$ cat config.mk
export PLATFORM = sky130hd
export DESIGN_NAME = mdp_scheduler
export DESIGN_NICKNAME = d
export VERILOG_FILES = /design/src/rtl/mdp_pkg.sv /design/src/rtl/mdp_leg.sv /design/src/rtl/mdp_scheduler.sv
export SDC_FILE = /design/constraint.sdc
export NUM_CORES = 1
export LEC_CHECK = 0
export ABC_AREA = 1
export ABC_CLOCK_PERIOD_IN_PS = 2500
export BUFFER_PORTS_ARGS = -buffer_cell sky130_fd_sc_hd__buf_4
export CORE_ASPECT_RATIO = 2
export CORE_MARGIN = 4
export CORE_UTILIZATION = 53
export CTS_BUF_LIST = sky130_fd_sc_hd__clkbuf_4
export DETAILED_ROUTE_END_ITERATION = 16
export PLACE_DENSITY = 0.86
export SKIP_LAST_GASP = 1
export SYNTH_ARGS = -nofsm -noshare
export SYNTH_HDL_FRONTEND = slang
export SYNTH_HIERARCHICAL = 1
export SYNTH_SLANG_ARGS = --single-unit
$ cat constraint.sdc
create_clock -name aclk -period 2.5 [get_ports aclk]
set_input_delay 0.5 -clock aclk [delete_from_list [all_inputs] [get_ports aclk]]
set_output_delay 0.5 -clock aclk [all_outputs]
set_load 0.05 [all_outputs]
$ cat src/rtl/mdp_pkg.sv
package mdp_pkg;
	// ==========================================================
	// Register map
	localparam logic [7:0] ADDR_CTRL = 8'h00;
	localparam logic [7:0] ADDR_STATUS = 8'h04;
	localparam logic [7:0] ADDR_FAULT = 8'h08;
	localparam logic [7:0] ADDR_HALL = 8'h0c;
	localparam int CTRL_HOST_RUN = 0;
	localparam int CTRL_HOST_SEL = 1;
	localparam int CTRL_FAULT_RST = 2;
	localparam logic [2:0] CTRL_RESET = 3'h0;
	localparam int FLT_PHASE = 0;
	localparam int FLT_OVERV = 1;
	localparam int FLT_UNDERV = 2;
	localparam int FLT_SPEED = 3;
	localparam int FLT_EXT = 4;
	localparam int FLT_W = 5;
	localparam logic [1:0] RESP_OKAY = 2'h0;
	localparam logic [1:0] RESP_SLVERR = 2'h2;
	// ==========================================================
	// Timing
	localparam int CLK_PERIOD_PS = 5000;
	localparam int DEAD_TIME_NS = 2000;
	localparam int CARRIER_PERIOD_US = 50;
	localparam int SPEED_PERIOD_US = 500;
	localparam int DEAD_CYC = (DEAD_TIME_NS * 1000 + CLK_PERIOD_PS - 1) / CLK_PERIOD_PS;
	localparam int CARRIER_CYC = CARRIER_PERIOD_US * 1000000 / CLK_PERIOD_PS;
	localparam int SPEED_CYC = SPEED_PERIOD_US * 1000000 / CLK_PERIOD_PS;
	// ==========================================================
	// Protection limits, phase and bus limits converted to converter codes, speed limit kept in rpm
	localparam int ADC_W = 12;
	localparam int ADC_FULL = 4095;
	localparam int ADC_MID = 2048;
	localparam int PHASE_LIMIT_MA = 3540;
	localparam int PHASE_FULL_MA = 8250;
	localparam int VBUS_OVER_MV = 60000;
	localparam int VBUS_UNDER_MV = 8000;
	localparam int VBUS_FULL_MV = 73260;
	localparam int SPEED_LIMIT_RPM = 4500;
	localparam int PHASE_SPAN = ADC_MID * PHASE_LIMIT_MA / PHASE_FULL_MA;
	localparam logic [11:0] PHASE_HI_CODE = 12'(ADC_MID + PHASE_SPAN);
	localparam logic [11:0] PHASE_LO_CODE = 12'(ADC_MID - PHASE_SPAN);
	localparam logic [11:0] VBUS_OVER_CODE = 12'(ADC_FULL * VBUS_OVER_MV / VBUS_FULL_MV);
	localparam logic [11:0] VBUS_UNDER_CODE = 12'(ADC_FULL * VBUS_UNDER_MV / VBUS_FULL_MV);
	localparam logic [15:0] SPEED_LIMIT_CODE = 16'(SPEED_LIMIT_RPM);
	// ==========================================================
	// Event levels
	localparam logic [3:0] LEVEL_FAULT = 4'h0;
	localparam logic [3:0] LEVEL_CURRENT = 4'h5;
	localparam logic [3:0] LEVEL_SPEED = 4'ha;
	// ==========================================================
	// Types
	typedef enum logic [1:0] {
		MDP_INACTIVE = 2'b00,
		MDP_ACTIVE = 2'b01,
		MDP_ERROR = 2'b10
	} mdp_mode_t;

	typedef struct packed {
		logic [11:0] phase_u;
		logic [11:0] phase_v;
		logic [11:0] phase_w;
		logic [11:0] vbus;
		logic [15:0] speed_rpm;
	} mdp_meas_t;

	typedef struct packed {
		logic fault;
		logic current;
		logic speed;
	} mdp_task_t;
endpackage : mdp_pkg

$ cat src/rtl/mdp_leg.sv
`timescale 1ns/1ps
`default_nettype none
module mdp_leg
	import mdp_pkg::*;
#(
	parameter int DEAD = DEAD_CYC
) (
	input wire logic aclk,
	input wire logic aresetn,
	input wire logic enable,
	input wire logic pwm_ref,
	output logic gate_hi,
	output logic gate_lo
);
	localparam int CW = $clog2(DEAD + 1);
	logic [CW-1:0] dead_cnt;
	logic applied;

	// ==========================================================
	// Dead time: both switches stay off for DEAD+1 cycles after any change.
	always_ff @(posedge aclk) begin
		if (!aresetn || !enable) begin
			dead_cnt <= CW'(DEAD);
			applied <= 1'b0;
		end else if (pwm_ref != applied) begin
			dead_cnt <= CW'(DEAD);
			applied <= pwm_ref;
		end else if (dead_cnt != '0) begin
			dead_cnt <= dead_cnt - 1'b1;
		end
	end

	always_ff @(posedge aclk) begin
		if (!aresetn || !enable) begin
			gate_hi <= 1'b0;
			gate_lo <= 1'b0;
		end else if (pwm_ref != applied || dead_cnt != '0) begin
			gate_hi <= 1'b0;
			gate_lo <= 1'b0;
		end else begin
			gate_hi <= applied;
			gate_lo <= !applied;
		end
	end
endmodule : mdp_leg
`default_nettype wire

$ cat src/rtl/mdp_scheduler.sv
// Function
// - Any fault disables all six gate outputs.
// - Trip when phase current exceeds 3.54 A.
// - Trip when bus voltage exceeds 60 V.
// - Trip when bus voltage below 8 V.
// - Trip when speed exceeds 4500 rpm.
// - Low external overcurrent input means fault.
// - External overcurrent floats all outputs on the next clock edge.
// - Run from switch level or host command.
// - Speed task every 500 us, level 10.
// - Current task on conversion done, level 5.
// - Overcurrent disable event has level 0.
// - Sample hall inputs every 50 us carrier.
// - Bus voltage fault stops modulation output.
`timescale 1ns/1ps
`default_nettype none
module mdp_scheduler
	import mdp_pkg::*;
#(
	parameter int SPEED_TICKS = SPEED_CYC,
	parameter int CARRIER_TICKS = CARRIER_CYC,
	parameter int DEAD = DEAD_CYC
) (
	input wire logic aclk,
	input wire logic aresetn,
	input wire logic [7:0] s_axi_awaddr,
	input wire logic s_axi_awvalid,
	output logic s_axi_awready,
	input wire logic [31:0] s_axi_wdata,
	input wire logic [3:0] s_axi_wstrb,
	input wire logic s_axi_wvalid,
	output logic s_axi_wready,
	output logic [1:0] s_axi_bresp,
	output logic s_axi_bvalid,
	input wire logic s_axi_bready,
	input wire logic [7:0] s_axi_araddr,
	input wire logic s_axi_arvalid,
	output logic s_axi_arready,
	output logic [31:0] s_axi_rdata,
	output logic [1:0] s_axi_rresp,
	output logic s_axi_rvalid,
	input wire logic s_axi_rready,
	input wire logic run_request_switch,
	input wire logic overcurrent_n,
	input wire logic conversion_done_event,
	input wire mdp_meas_t meas,
	input wire logic [2:0] hall,
	input wire logic [2:0] pwm_ref,
	output logic [2:0] gate_hi,
	output logic [2:0] gate_lo,
	output logic [5:0] gate_oe,
	output mdp_task_t task_start,
	output logic [3:0] task_level,
	output logic speed_tick_event,
	output logic hall_change,
	output mdp_mode_t mode
);
	if (SPEED_TICKS < 2 || CARRIER_TICKS < 2 || DEAD < 1) begin : g_bad
		$error("Tick counts too small.");
	end

	// ==========================================================
	// Register bus
	logic [31:0] aw_addr_q;
	logic [31:0] w_data_q;
	logic [3:0] w_strb_q;
	logic aw_held;
	logic w_held;
	logic [2:0] ctrl;
	logic fault_rst_req;
	logic [FLT_W-1:0] fault_cause;
	logic [2:0] hall_q;

	function automatic logic mapped(input logic [7:0] a);
		mapped = (a == ADDR_CTRL) || (a == ADDR_STATUS) || (a == ADDR_FAULT) || (a == ADDR_HALL);
	endfunction : mapped

	always_ff @(posedge aclk) begin
		if (!aresetn) begin
			aw_held <= 1'b0;
			w_held <= 1'b0;
			aw_addr_q <= 32'h0;
			w_data_q <= 32'h0;
			w_strb_q <= 4'h0;
			s_axi_awready <= 1'b0;
			s_axi_wready <= 1'b0;
		end else begin
			s_axi_awready <= !(s_axi_awvalid && s_axi_awready) && !aw_held && !(s_axi_bvalid && !s_axi_bready);
			s_axi_wready <= !(s_axi_wvalid && s_axi_wready) && !w_held && !(s_axi_bvalid && !s_axi_bready);
			if (s_axi_awvalid && s_axi_awready) begin
				aw_held <= 1'b1;
				aw_addr_q <= {24'h0, s_axi_awaddr};
			end else if (aw_held && w_held) begin
				aw_held <= 1'b0;
			end
			if (s_axi_wvalid && s_axi_wready) begin
				w_held <= 1'b1;
				w_data_q <= s_axi_wdata;
				w_strb_q <= s_axi_wstrb;
			end else if (aw_held && w_held) begin
				w_held <= 1'b0;
			end
		end
	end

	always_ff @(posedge aclk) begin
		if (!aresetn) begin
			s_axi_bvalid <= 1'b0;
			s_axi_bresp <= RESP_OKAY;
		end else if (aw_held && w_held) begin
			s_axi_bvalid <= 1'b1;
			s_axi_bresp <= mapped(aw_addr_q[7:0]) ? RESP_OKAY : RESP_SLVERR;
		end else if (s_axi_bready) begin
			s_axi_bvalid <= 1'b0;
		end
	end

	always_ff @(posedge aclk) begin
		if (!aresetn) begin
			ctrl <= CTRL_RESET;
			fault_rst_req <= 1'b0;
		end else begin
			fault_rst_req <= 1'b0;
			if (aw_held && w_held && aw_addr_q[7:0] == ADDR_CTRL && w_strb_q[0]) begin
				ctrl[CTRL_HOST_RUN] <= w_data_q[CTRL_HOST_RUN];
				ctrl[CTRL_HOST_SEL] <= w_data_q[CTRL_HOST_SEL];
				fault_rst_req <= w_data_q[CTRL_FAULT_RST];
			end
		end
	end

	always_ff @(posedge aclk) begin
		if (!aresetn) begin
			s_axi_arready <= 1'b0;
			s_axi_rvalid <= 1'b0;
			s_axi_rdata <= 32'h0;
			s_axi_rresp <= RESP_OKAY;
		end else if (s_axi_rvalid) begin
			if (s_axi_rready) begin
				s_axi_rvalid <= 1'b0;
			end
		end else if (s_axi_arvalid && !s_axi_arready) begin
			s_axi_arready <= 1'b1;
		end else if (s_axi_arready) begin
			s_axi_arready <= 1'b0;
			s_axi_rvalid <= 1'b1;
			s_axi_rresp <= mapped(s_axi_araddr) ? RESP_OKAY : RESP_SLVERR;
			case (s_axi_araddr)
				ADDR_CTRL: s_axi_rdata <= {29'h0, 1'b0, ctrl[1:0]};
				ADDR_STATUS: s_axi_rdata <= {27'h0, overcurrent_n, run_request_switch, gate_oe[0], mode};
				ADDR_FAULT: s_axi_rdata <= {27'h0, fault_cause};
				ADDR_HALL: s_axi_rdata <= {29'h0, hall_q};
				default: s_axi_rdata <= 32'h0;
			endcase
		end
	end

	// ==========================================================
	// Periodic ticks
	logic [$clog2(SPEED_TICKS)-1:0] speed_cnt;
	logic [$clog2(CARRIER_TICKS)-1:0] carrier_cnt;
	logic carrier_tick;

	always_ff @(posedge aclk) begin
		if (!aresetn) begin
			speed_cnt <= '0;
			speed_tick_event <= 1'b0;
		end else begin
			speed_tick_event <= (speed_cnt == $bits(speed_cnt)'(SPEED_TICKS - 1));
			speed_cnt <= (speed_cnt == $bits(speed_cnt)'(SPEED_TICKS - 1)) ? '0 : speed_cnt + 1'b1;
		end
	end

	always_ff @(posedge aclk) begin
		if (!aresetn) begin
			carrier_cnt <= '0;
			carrier_tick <= 1'b0;
		end else begin
			carrier_tick <= (carrier_cnt == $bits(carrier_cnt)'(CARRIER_TICKS - 1));
			carrier_cnt <= (carrier_cnt == $bits(carrier_cnt)'(CARRIER_TICKS - 1)) ? '0 : carrier_cnt + 1'b1;
		end
	end

	always_ff @(posedge aclk) begin
		if (!aresetn) begin
			hall_q <= 3'h0;
			hall_change <= 1'b0;
		end else begin
			hall_change <= 1'b0;
			if (carrier_tick) begin
				hall_q <= hall;
				// The cleared sample after reset is no pattern, so the first sample is not a change.
				hall_change <= (hall != hall_q) && (hall_q != 3'h0);
			end
		end
	end

	// ==========================================================
	// Protection checks: measurements once per current control period, external input every cycle
	logic [FLT_W-1:0] trip;
	logic ext_fault;

	function automatic logic phase_over(input logic [11:0] c);
		phase_over = (c > PHASE_HI_CODE) || (c < PHASE_LO_CODE);
	endfunction : phase_over

	assign ext_fault = !overcurrent_n;

	always_comb begin
		trip = '0;
		if (conversion_done_event) begin
			trip[FLT_PHASE] = phase_over(meas.phase_u) || phase_over(meas.phase_v) || phase_over(meas.phase_w);
			trip[FLT_OVERV] = meas.vbus > VBUS_OVER_CODE;
			trip[FLT_UNDERV] = meas.vbus < VBUS_UNDER_CODE;
			trip[FLT_SPEED] = meas.speed_rpm > SPEED_LIMIT_CODE;
		end
		trip[FLT_EXT] = ext_fault;
	end

	// A new trip in the reset cycle keeps its cause bit set.
	always_ff @(posedge aclk) begin
		if (!aresetn) begin
			fault_cause <= '0;
		end else begin
			fault_cause <= (fault_rst_req ? '0 : fault_cause) | trip;
		end
	end

	// ==========================================================
	// System mode
	mdp_mode_t next_mode;
	logic run_req;

	assign run_req = ctrl[CTRL_HOST_SEL] ? ctrl[CTRL_HOST_RUN] : run_request_switch;

	always_comb begin
		next_mode = mode;
		case (mode)
			MDP_INACTIVE: begin
				if (trip != '0) begin
					next_mode = MDP_ERROR;
				end else if (run_req) begin
					next_mode = MDP_ACTIVE;
				end
			end
			MDP_ACTIVE: begin
				if (trip != '0) begin
					next_mode = MDP_ERROR;
				end else if (!run_req) begin
					next_mode = MDP_INACTIVE;
				end
			end
			MDP_ERROR: begin
				if (fault_rst_req && trip == '0) begin
					next_mode = MDP_INACTIVE;
				end
			end
			default: next_mode = MDP_ERROR;
		endcase
	end

	always_ff @(posedge aclk) begin
		if (!aresetn) begin
			mode <= MDP_INACTIVE;
		end else begin
			mode <= next_mode;
		end
	end

	// ==========================================================
	// Gate outputs
	logic drive;

	assign drive = (mode == MDP_ACTIVE) && (next_mode == MDP_ACTIVE);

	always_ff @(posedge aclk) begin
		if (!aresetn) begin
			gate_oe <= 6'h0;
		end else begin
			gate_oe <= (ext_fault || next_mode != MDP_ACTIVE) ? 6'h0 : 6'h3f;
		end
	end

	for (genvar gi = 0; gi < 3; gi++) begin : g_leg
		mdp_leg #(
			.DEAD(DEAD)
		) u_leg (
			.aclk(aclk),
			.aresetn(aresetn),
			.enable(drive),
			.pwm_ref(pwm_ref[gi]),
			.gate_hi(gate_hi[gi]),
			.gate_lo(gate_lo[gi])
		);
	end

	// ==========================================================
	// Event dispatch by fixed level
	mdp_task_t pend;
	logic overcurrent_n_q;

	always_ff @(posedge aclk) begin
		if (!aresetn) begin
			pend <= '0;
			task_start <= '0;
			task_level <= LEVEL_SPEED;
		end else begin
			task_start <= '0;
			if (pend.fault) begin
				task_start.fault <= 1'b1;
				task_level <= LEVEL_FAULT;
			end else if (pend.current) begin
				task_start.current <= 1'b1;
				task_level <= LEVEL_CURRENT;
			end else if (pend.speed) begin
				task_start.speed <= 1'b1;
				task_level <= LEVEL_SPEED;
			end
			pend.fault <= ext_fault && overcurrent_n_q;
			pend.current <= (pend.current && pend.fault) | conversion_done_event;
			pend.speed <= (pend.speed && (pend.fault || pend.current)) | speed_tick_event;
		end
	end

	always_ff @(posedge aclk) begin
		if (!aresetn) begin
			overcurrent_n_q <= 1'b1;
		end else begin
			overcurrent_n_q <= overcurrent_n;
		end
	end
endmodule : mdp_scheduler
`default_nettype wire

==> flow_summary.json, run 1 <==
{
  "status": "finished, final reports clean",
  "via_per_inst": 4.87,
  "portBuffers": 134,
  "slew_headroom": 0.643,
  "grt_busiest_layer": "met2",
  "yosysTopAreaCell": "dfxtp_1",
  "ys_seq_area_frac": 0.398,
  "use_met3": 0.0508,
  "worst_ep_arrival_time_ns": 2.43,
  "yosysWarnings": 6,
  "grt_pass1_vias": 5257,
  "critPathCaptureType": "flop",
  "die_area_um2": 13200,
  "slowest_delay_ns": 0.30,
  "cp-start-kind": "input port",
  "stdcell_count": 1127,
  "grt_use_met2": 0.400,
  "path_class": "input port to flop",
  "path_buf_inv": 2,
  "nFillCells": 999,
  "skew_ns": 0.00940,
  "synth.most_common_cell": "nand2_1",
  "antenna_found_initial": 1,
  "finalSetupViolCount": 0,
  "utilization": 0.653,
  "hold_viol_final": 0,
  "dr.pass1.iters": 4,
  "fin_crit_ns": 2.05,
  "gp_congestion": 0.883,
  "multi_input_area_um2": 3010,
  "routed_wl_um": 13000,
  "p_int_mw": 2.48,
  "area_growth_pct": 20.2,
  "dp.cells": 1098,
  "power_density_nw_per_um2": 481,
  "maxCapViolCount": 0,
  "synth_top_area_frac": 0.398,
  "min_path_type": "input port to flop",
  "rsz0062_at_grt": "false",
  "die_w_um": 83.1,
  "ys_ff_latch": 119,
  "cts_buffer_depth": 2,
  "avgSynthCellArea_um2": 7.18,
  "critical-path-top-delay-family": "simple AND/OR/NAND/NOR gates",
  "clock_latency_ns": 0.50,
  "track_usage": 0.200,
  "worstMarginPinSlew_ns": 0.534,
  "pwr-share-clk": 0.283,
  "switching_share": 0.282,
  "ir_drop_mv": 0.332,
  "core-area_um2": 11000,
  "drt_iter0_drc": 177,
  "synthTopCellsByArea": "dfxtp_1 40%, nand2_1 9.8%, nor2_1 9.0%",
  "synth_commonest_cells": "156 x nand2_1, 144 x nor2_1, 119 x dfxtp_1",
  "std_cell_rows": 54,
  "pre_cts_ws_ns": -0.0791,
  "postCtsHoldBufs": 0,
  "dr_total_vias": 5487,
  "netlist_area_um2": 5980,
  "htreeDepth": 4,
  "path_clk_slew_ns": 0.09,
  "die_h_um": 158,
  "grt_pass1_wl_um": 21600,
  "drv_slew": 0,
  "final_layout_size_suffix_gt1_frac": 0.231,
  "critPathSlowestCell": "or2_2",
  "worst_path_most_repeated_cell": "nand2_1",
  "cts_setup_buffers": 0,
  "nets": 1114,
  "pwr-share-comb": 0.147,
  "crit_chain": "buf_4, or2_2, nand2_1, o21ai_0, nand2_1, nand2_1, nand2_1, nor2_1, nor2_1, nand3_1, nor2_1, nand2_1, a21oi_1, o21ai_2, inv_2, o21ai_0",
  "ys_async_sr_fraction": 0,
  "cts_resized": 0,
  "clockRootBuffer": "clkbuf_4",
  "p_switching_mw": 0.973,
  "cts_buffers": 17,
  "tritoncts": "yes",
  "synthCells": 833,
  "power_leakage_nw": 3.33,
  "fin_area_um2": 7190,
  "yosysUniqueCellTypes": 46,
  "grt_overflow": 0,
  "placed_area_um2": 7010,
  "start_util": 0.543,
  "clock-sinks": 119,
  "met1_usage": 0.192,
  "ant_nets": 0,
  "fin_crit_sh": 0.822,
  "clock.fmax_mhz": 487,
  "avgRoutedWirePerCell_um": 11.6,
  "synth_ff_type": "dfxtp_1",
  "seq_power_share": 0.571,
  "register_area_um2": 2380,
  "grt_max_degree": 24,
  "dp_hpwl_um": 10700,
  "drc": 0,
  "cp_max_fo": 8,
  "worstPathRequired_ns": 2.88,
  "ios": 196,
  "fin_ws_ns": 0.445,
  "synth_edf_count": 0
}
-- area by class of cell --
class                           count  area share
Multi-Input combinational cell    595       0.419
Clock inverter                     10     0.00592
Inverter                          104      0.0543
Sequential cell                   119       0.331
Tap cell                          140      0.0244
Timing Repair Buffer              140       0.146
Clock buffer                       18      0.0188
Antenna cell                        1    0.000348
-- power by group through the flow --
| stage | sequential, mW | combinational [mW] | clock, mW |
|---|---|---|---|
| after global placement | 2.01 | 0.500 | 0 |
| after global routing | 1.98 | 0.553 | 1.08 |
| after detailed placement | 2.02 | 0.506 | 0 |
| final | 1.97 | 0.506 | 0.976 |
| after floorplan | 2.06 | 0.297 | 0 |
| after CTS | 1.97 | 0.507 | 1.00 |
-- cells by family (layout without fill, tap and decap cells) --
logic type | after synthesis | count (layout) | share of synthesized area
flops | 119 | 119 | 0.398
xor+xnor | 15 | 15 | 0.0220
buf+inv | 147 | 272 | 0.116
other cells | 1 | 30 | 0.000627
compound gates | 98 | 98 | 0.0931
simple gates | 448 | 448 | 0.359
fa+ha+maj | 5 | 5 | 0.0105
-- worst reg2reg max path, delay by kind of cell (launching register included) --
| family | cells | cell delay, ns |
|---|---|---|
| adders and majority gates | 1 | 0.19 |
| buffers and inverters | 2 | 0.18 |
| AOI/OAI and AO/OA | 2 | 0.20 |
| DFF | 1 | 0.36 |
| and+or+nand+nor | 4 | 0.70 |
-- through the flow --
stage / hold slack, ns / setup TNS, ns / total power, mW
finish: 0.230 / 0 / 3.46
global route: 0.197 / 0 / 3.61
CTS: 0.196 / 0 / 3.48
detailed placement: 0.407 / -0.559 / 2.52
global placement: 0.397 / -0.0114 / 2.52
floorplan: 0.394 / 0 / 2.36
-- path summary, 6_finish.rpt --
kind                                                 start                                      end  slack, ns  cells after the start
worst max-delay path                               meas[6]  g_leg[0].u_leg/dead_cnt[8]$_SDFFE_PP1P_       0.45                     16
worst min-delay path                            pwm_ref[2]      g_leg[2].u_leg/applied$_SDFFE_PP0P_       0.23                      3
worst max register to register     speed_cnt[0]$_SDFF_PP0_                 speed_cnt[10]$_SDFF_PP0_       0.77                      9
worst min register to register  overcurrent_n_q$_SDFF_PN1_                       pend[2]$_SDFF_PN0_       0.42                      2
-- state kept, by name, summed over array words and instances (netlist names), 2 cells and up --
register and flops:
hall_q 3, s_axi_rdata 5, task_level 2, ctrl 2
mode 2, g_leg.u_leg/applied 3, pend 3, g_leg.u_leg/gate_hi 3
w_data_q 3, g_leg.u_leg/dead_cnt 27, speed_cnt 17, g_leg.u_leg/gate_lo 3
fault_cause 5, carrier_cnt 14, task_start 3, aw_addr_q 8
-- cells in the final DEF, fill, tap and decap left out, drive strengths merged --
cell	count
dfxtp	119
a21oi	37
nand4	16
inv	103
or2	8
o221ai	1
nor3b	2
diode	1
o311ai	1
o211a	1
nor3	28
nand3	48
o22ai	3
a31oi	3
nand2	169
a21boi	1
clkbuf	18
nor2	161
o21ai	46
clkinv	11
a211oi	2
ha	5
and3	1
and2	3
conb	29
nor4	11
buf	140
o21a	3
xor2	10
xnor2	5
nand3b	1
-- per-layer routing --
layer | wire length (µm) | share of wire
met4 | 247 | 0.019
met5 | 0 | 0
met3 | 621 | 0.048
met2 | 7380 | 0.57
met1 | 4790 | 0.37
Note: power is estimated with default switching activity, not from simulation.
==> run 2: changes to the inputs <==
--- a/config.mk
+++ b/config.mk
@@ -5,15 +5,15 @@
 export SDC_FILE = /design/constraint.sdc
 export NUM_CORES = 1
 export LEC_CHECK = 0
-export ABC_AREA = 1
-export ABC_CLOCK_PERIOD_IN_PS = 2500
+export ABC_AREA = 0
+export ABC_CLOCK_PERIOD_IN_PS = 1700
 export BUFFER_PORTS_ARGS = -buffer_cell sky130_fd_sc_hd__buf_4
 export CORE_ASPECT_RATIO = 2
 export CORE_MARGIN = 4
-export CORE_UTILIZATION = 53
+export CORE_UTILIZATION = 46
 export CTS_BUF_LIST = sky130_fd_sc_hd__clkbuf_4
 export DETAILED_ROUTE_END_ITERATION = 16
-export PLACE_DENSITY = 0.86
+export PLACE_DENSITY = 0.81
 export SKIP_LAST_GASP = 1
 export SYNTH_ARGS = -nofsm -noshare
 export SYNTH_HDL_FRONTEND = slang
==> constraint.sdc (replaced) <==
create_clock -name aclk -period 1.7 [get_ports aclk]
set_input_delay 0.34 -clock aclk [delete_from_list [all_inputs] [get_ports aclk]]
set_output_delay 0.34 -clock aclk [all_outputs]
set_load 0.05 [all_outputs]
==> flow_summary.json, run 2 <==
{
  "status": "complete, but fails checks",
  "failed_checks": "negative setup slack",
  "fin_area_um2": 7470,
  "clockRootBuffer": "clkbuf_4",
  "dr_total_vias": 5285,
  "placed_area_um2": 6800,
  "routed_wl_um": 14900,
  "drt_iter0_drc": 254,
  "synth_top_family_by_area": "simple AND/OR/NAND/NOR gates",
  "largest_reg_flops": 27,
  "worst_ep_arrival_time_ns": 2.17,
  "synth.most_common_cell": "dfxtp_1",
  "grt_max_degree": 28,
  "critPathSlowestCell": "or4b_4",
  "ir_drop_mv": 0.574,
  "clock.fmax_mhz": 576,
  "min_path_type": "input port to flop",
  "holdWs_ns": 0.0611,
  "area_growth_pct": 37.6,
  "grt_pass1_wl_um": 23600,
  "cts_buffer_depth": 2,
  "gp_congestion": 0.837,
  "skew_ns": 0.0193,
  "avgRoutedWirePerCell_um": 15.4,
  "yosysTopAreaCell": "dfxtp_1",
  "seq_power_share": 0.509,
  "rsz0062_at_grt": "true",
  "pwr-share-comb": 0.137,
  "synth.area.mux_share": 0.0325,
  "fin_ws_ns": -0.0363,
  "synth_edf_count": 0,
  "portBuffers": 134,
  "ys_async_sr_fraction": 0,
  "cp_max_fo": 2,
  "power_leakage_nw": 3.05,
  "setup_tns_ns": -0.0551,
  "via_per_inst": 5.45,
  "synth_top_area_frac": 0.439,
  "finalSetupViolCount": 3,
  "fin_crit_sh": 1.02,
  "netlist_area_um2": 5430,
  "top_regs": "g_leg.u_leg/dead_cnt (27), speed_cnt (17), carrier_cnt (14)",
  "synth-xor-area-share": 0.0533,
  "die_area_um2": 13700,
  "clock_latency_ns": 0.51,
  "dr.pass1.iters": 4,
  "clock-sinks": 119,
  "cts_buffers": 17,
  "std_cell_rows": 55,
  "drv_slew": 0,
  "p_int_mw": 4.06,
  "critPathCaptureType": "flop",
  "die_w_um": 84.8,
  "dp_hpwl_um": 11200,
  "drc": 0,
  "slowest_delay_ns": 0.47,
  "avgSynthCellArea_um2": 8.78,
  "path_clk_slew_ns": 0.12,
  "fin_crit_ns": 1.74,
  "synth_ff_type": "dfxtp_1",
  "yosysWarnings": 6,
  "worstPathRequired_ns": 2.13,
  "synth_commonest_cells": "119 x dfxtp_1, 66 x nor2_1, 60 x nand2_1",
  "die_h_um": 162,
  "cp-startpoint": "g_leg[2].u_leg/dead_cnt[0]$_SDFFE_PP0P_",
  "ys_seq_area_frac": 0.439,
  "maxCapViolCount": 0,
  "start_util": 0.475,
  "synth-compound-area-share": 0.128,
  "final_layout_size_suffix_gt1_frac": 0.355,
  "cp-start-kind": "flop",
  "power_density_nw_per_um2": 763,
  "tritoncts": "yes",
  "synth_fa_ha_area_frac": 0.0115,
  "largest-register": "g_leg.u_leg/dead_cnt",
  "ios": 196,
  "crit_chain": "inv_2, ha_4, or4b_4, or4_4, a21oi_4",
  "htreeDepth": 4,
  "pwr-share-clk": 0.354,
  "dp.cells": 922,
  "track_usage": 0.211,
  "final_cell_mix": "189 x buf_4, 112 x dfxtp_1, 65 x nor2_1, 57 x nand2_1, 31 x a21oi_1",
  "path_class": "flop to flop",
  "r2r_start": "g_leg[2].u_leg/dead_cnt[0]$_SDFFE_PP0P_",
  "hold_viol_final": 0,
  "r2r_slack_ns": -0.04,
  "core-area_um2": 11400,
  "timing.rr.end": "g_leg[2].u_leg/dead_cnt[6]$_SDFFE_PP0P_",
  "worstRegToRegCells": 5,
  "ant_nets": 0,
  "crit_end": "g_leg[2].u_leg/dead_cnt[6]$_SDFFE_PP0P_",
  "yosys.area_share.simple": 0.264,
  "slew_headroom": 0.660,
  "yosysUniqueCellTypes": 60,
  "finalPower_mw": 5.70,
  "final_common_cell": "buf_4",
  "synthTopCellsByArea": "dfxtp_1 44%, buf_4 5.1%, nor2_1 4.6%",
  "antenna_found_initial": 1,
  "synthCells": 618,
  "grt_pass1_vias": 5416,
  "grt_overflow": 0,
  "stdcell_count": 969,
  "worstMarginPinSlew_ns": 0.506,
  "switching_share": 0.287,
  "nets": 950,
  "ys_ff_latch": 119,
  "p_switching_mw": 1.64
}
==> run 2: cell types whose count changed in the layout (fill, tap and decap cells not counted), sizes merged, moves of 9 or more <==
cell and delta:
nor2 -95, mux2i +12, and3 +9, or4 +10
xnor2 +12, buf +55, nand3 -23, o21ai -29
inv -84, nand2 -109
==> run 2: cells by family after synthesis <==
group | after synthesis
AND/OR/NAND/NOR | 271
flip-flops | 119
AO/OA/AOI/OAI | 108
buffers and inverters | 66
XOR/XNOR | 33
multiplexers | 15
adder cells (fa/ha/maj) | 5
other | 1
==> run 2: how the worst min path moves through the flow <==
stage	slack (ns)	end	start	cells past startpoint
after floorplan	0.39	pend[2]$_SDFF_PN0_	overcurrent_n_q$_SDFF_PN1_	2
after global placement	0.40	pend[2]$_SDFF_PN0_	overcurrent_n_q$_SDFF_PN1_	2
after detailed placement	0.41	pend[2]$_SDFF_PN0_	overcurrent_n_q$_SDFF_PN1_	2
after CTS	0.03	s_axi_arready$_SDFFE_PN0N_	s_axi_arvalid	3
after global routing	0.03	aw_addr_q[5]$_SDFFE_PN0P_	s_axi_awaddr[5]	3
final	0.06	s_axi_arready$_SDFFE_PN0N_	s_axi_arvalid	3
==> run 2: area by class of cell <==
class,count,area [µm²]
Clock inverter,14,150
Timing Repair Buffer,196,1510
Clock buffer,18,135
Inverter,18,67.6
Fill cell,931,3960
Tap cell,142,178
Multi-Input combinational cell,461,3040
Antenna cell,1,2.50
Sequential cell,119,2390
==> run 2: stage by stage <==
| step | setup WS (ns) | utilization |
|---|---|---|
| finish | -0.0363 | 0.654 |
| global route | -0.0821 | 0.654 |
| floorplan | -0.197 | - |
| global placement | -0.599 | 0.595 |
| detailed placement | -0.704 | 0.595 |
| CTS | -0.0659 | 0.629 |
==> run 2: critical path: cells and delay by family (launching register included) <==
kind / cells / cell delay [ns]
AND/OR/NAND/NOR: 2 / 0.92
flip-flops: 1 / 0.34
AO/OA/AOI/OAI: 1 / 0.18
adder cells (fa/ha/maj): 1 / 0.15
buffers and inverters: 1 / 0.08
==> run 2: repair_timing <==
item,CTS,global route
buffers inserted,4,10
resized for setup,24,49
endpoints found under the hold margin,1,0
pin swaps,5,28
hold buffers,1,0
setup endpoints to repair,30,31
==> run 2: per-layer routing <==
metal | global-route usage | wire length (µm) | up-vias
li1 | - | - | 2548
met4 | 0.108 | 553 | 0
met1 | 0.193 | 4940 | 2471
met2 | 0.419 | 8450 | 223
met3 | 0.0439 | 940 | 43
met5 | 0 | 0 | -
==> run 2: power groups by stage <==
stage,Combinational [mW],Clock [mW],Sequential (mW)
after CTS,0.746,2.05,2.90
after floorplan,0.402,0,3.02
after detailed placement,0.740,0,2.96
after global routing,0.830,2.18,2.91
after global placement,0.723,0,2.96
final,0.779,2.02,2.90
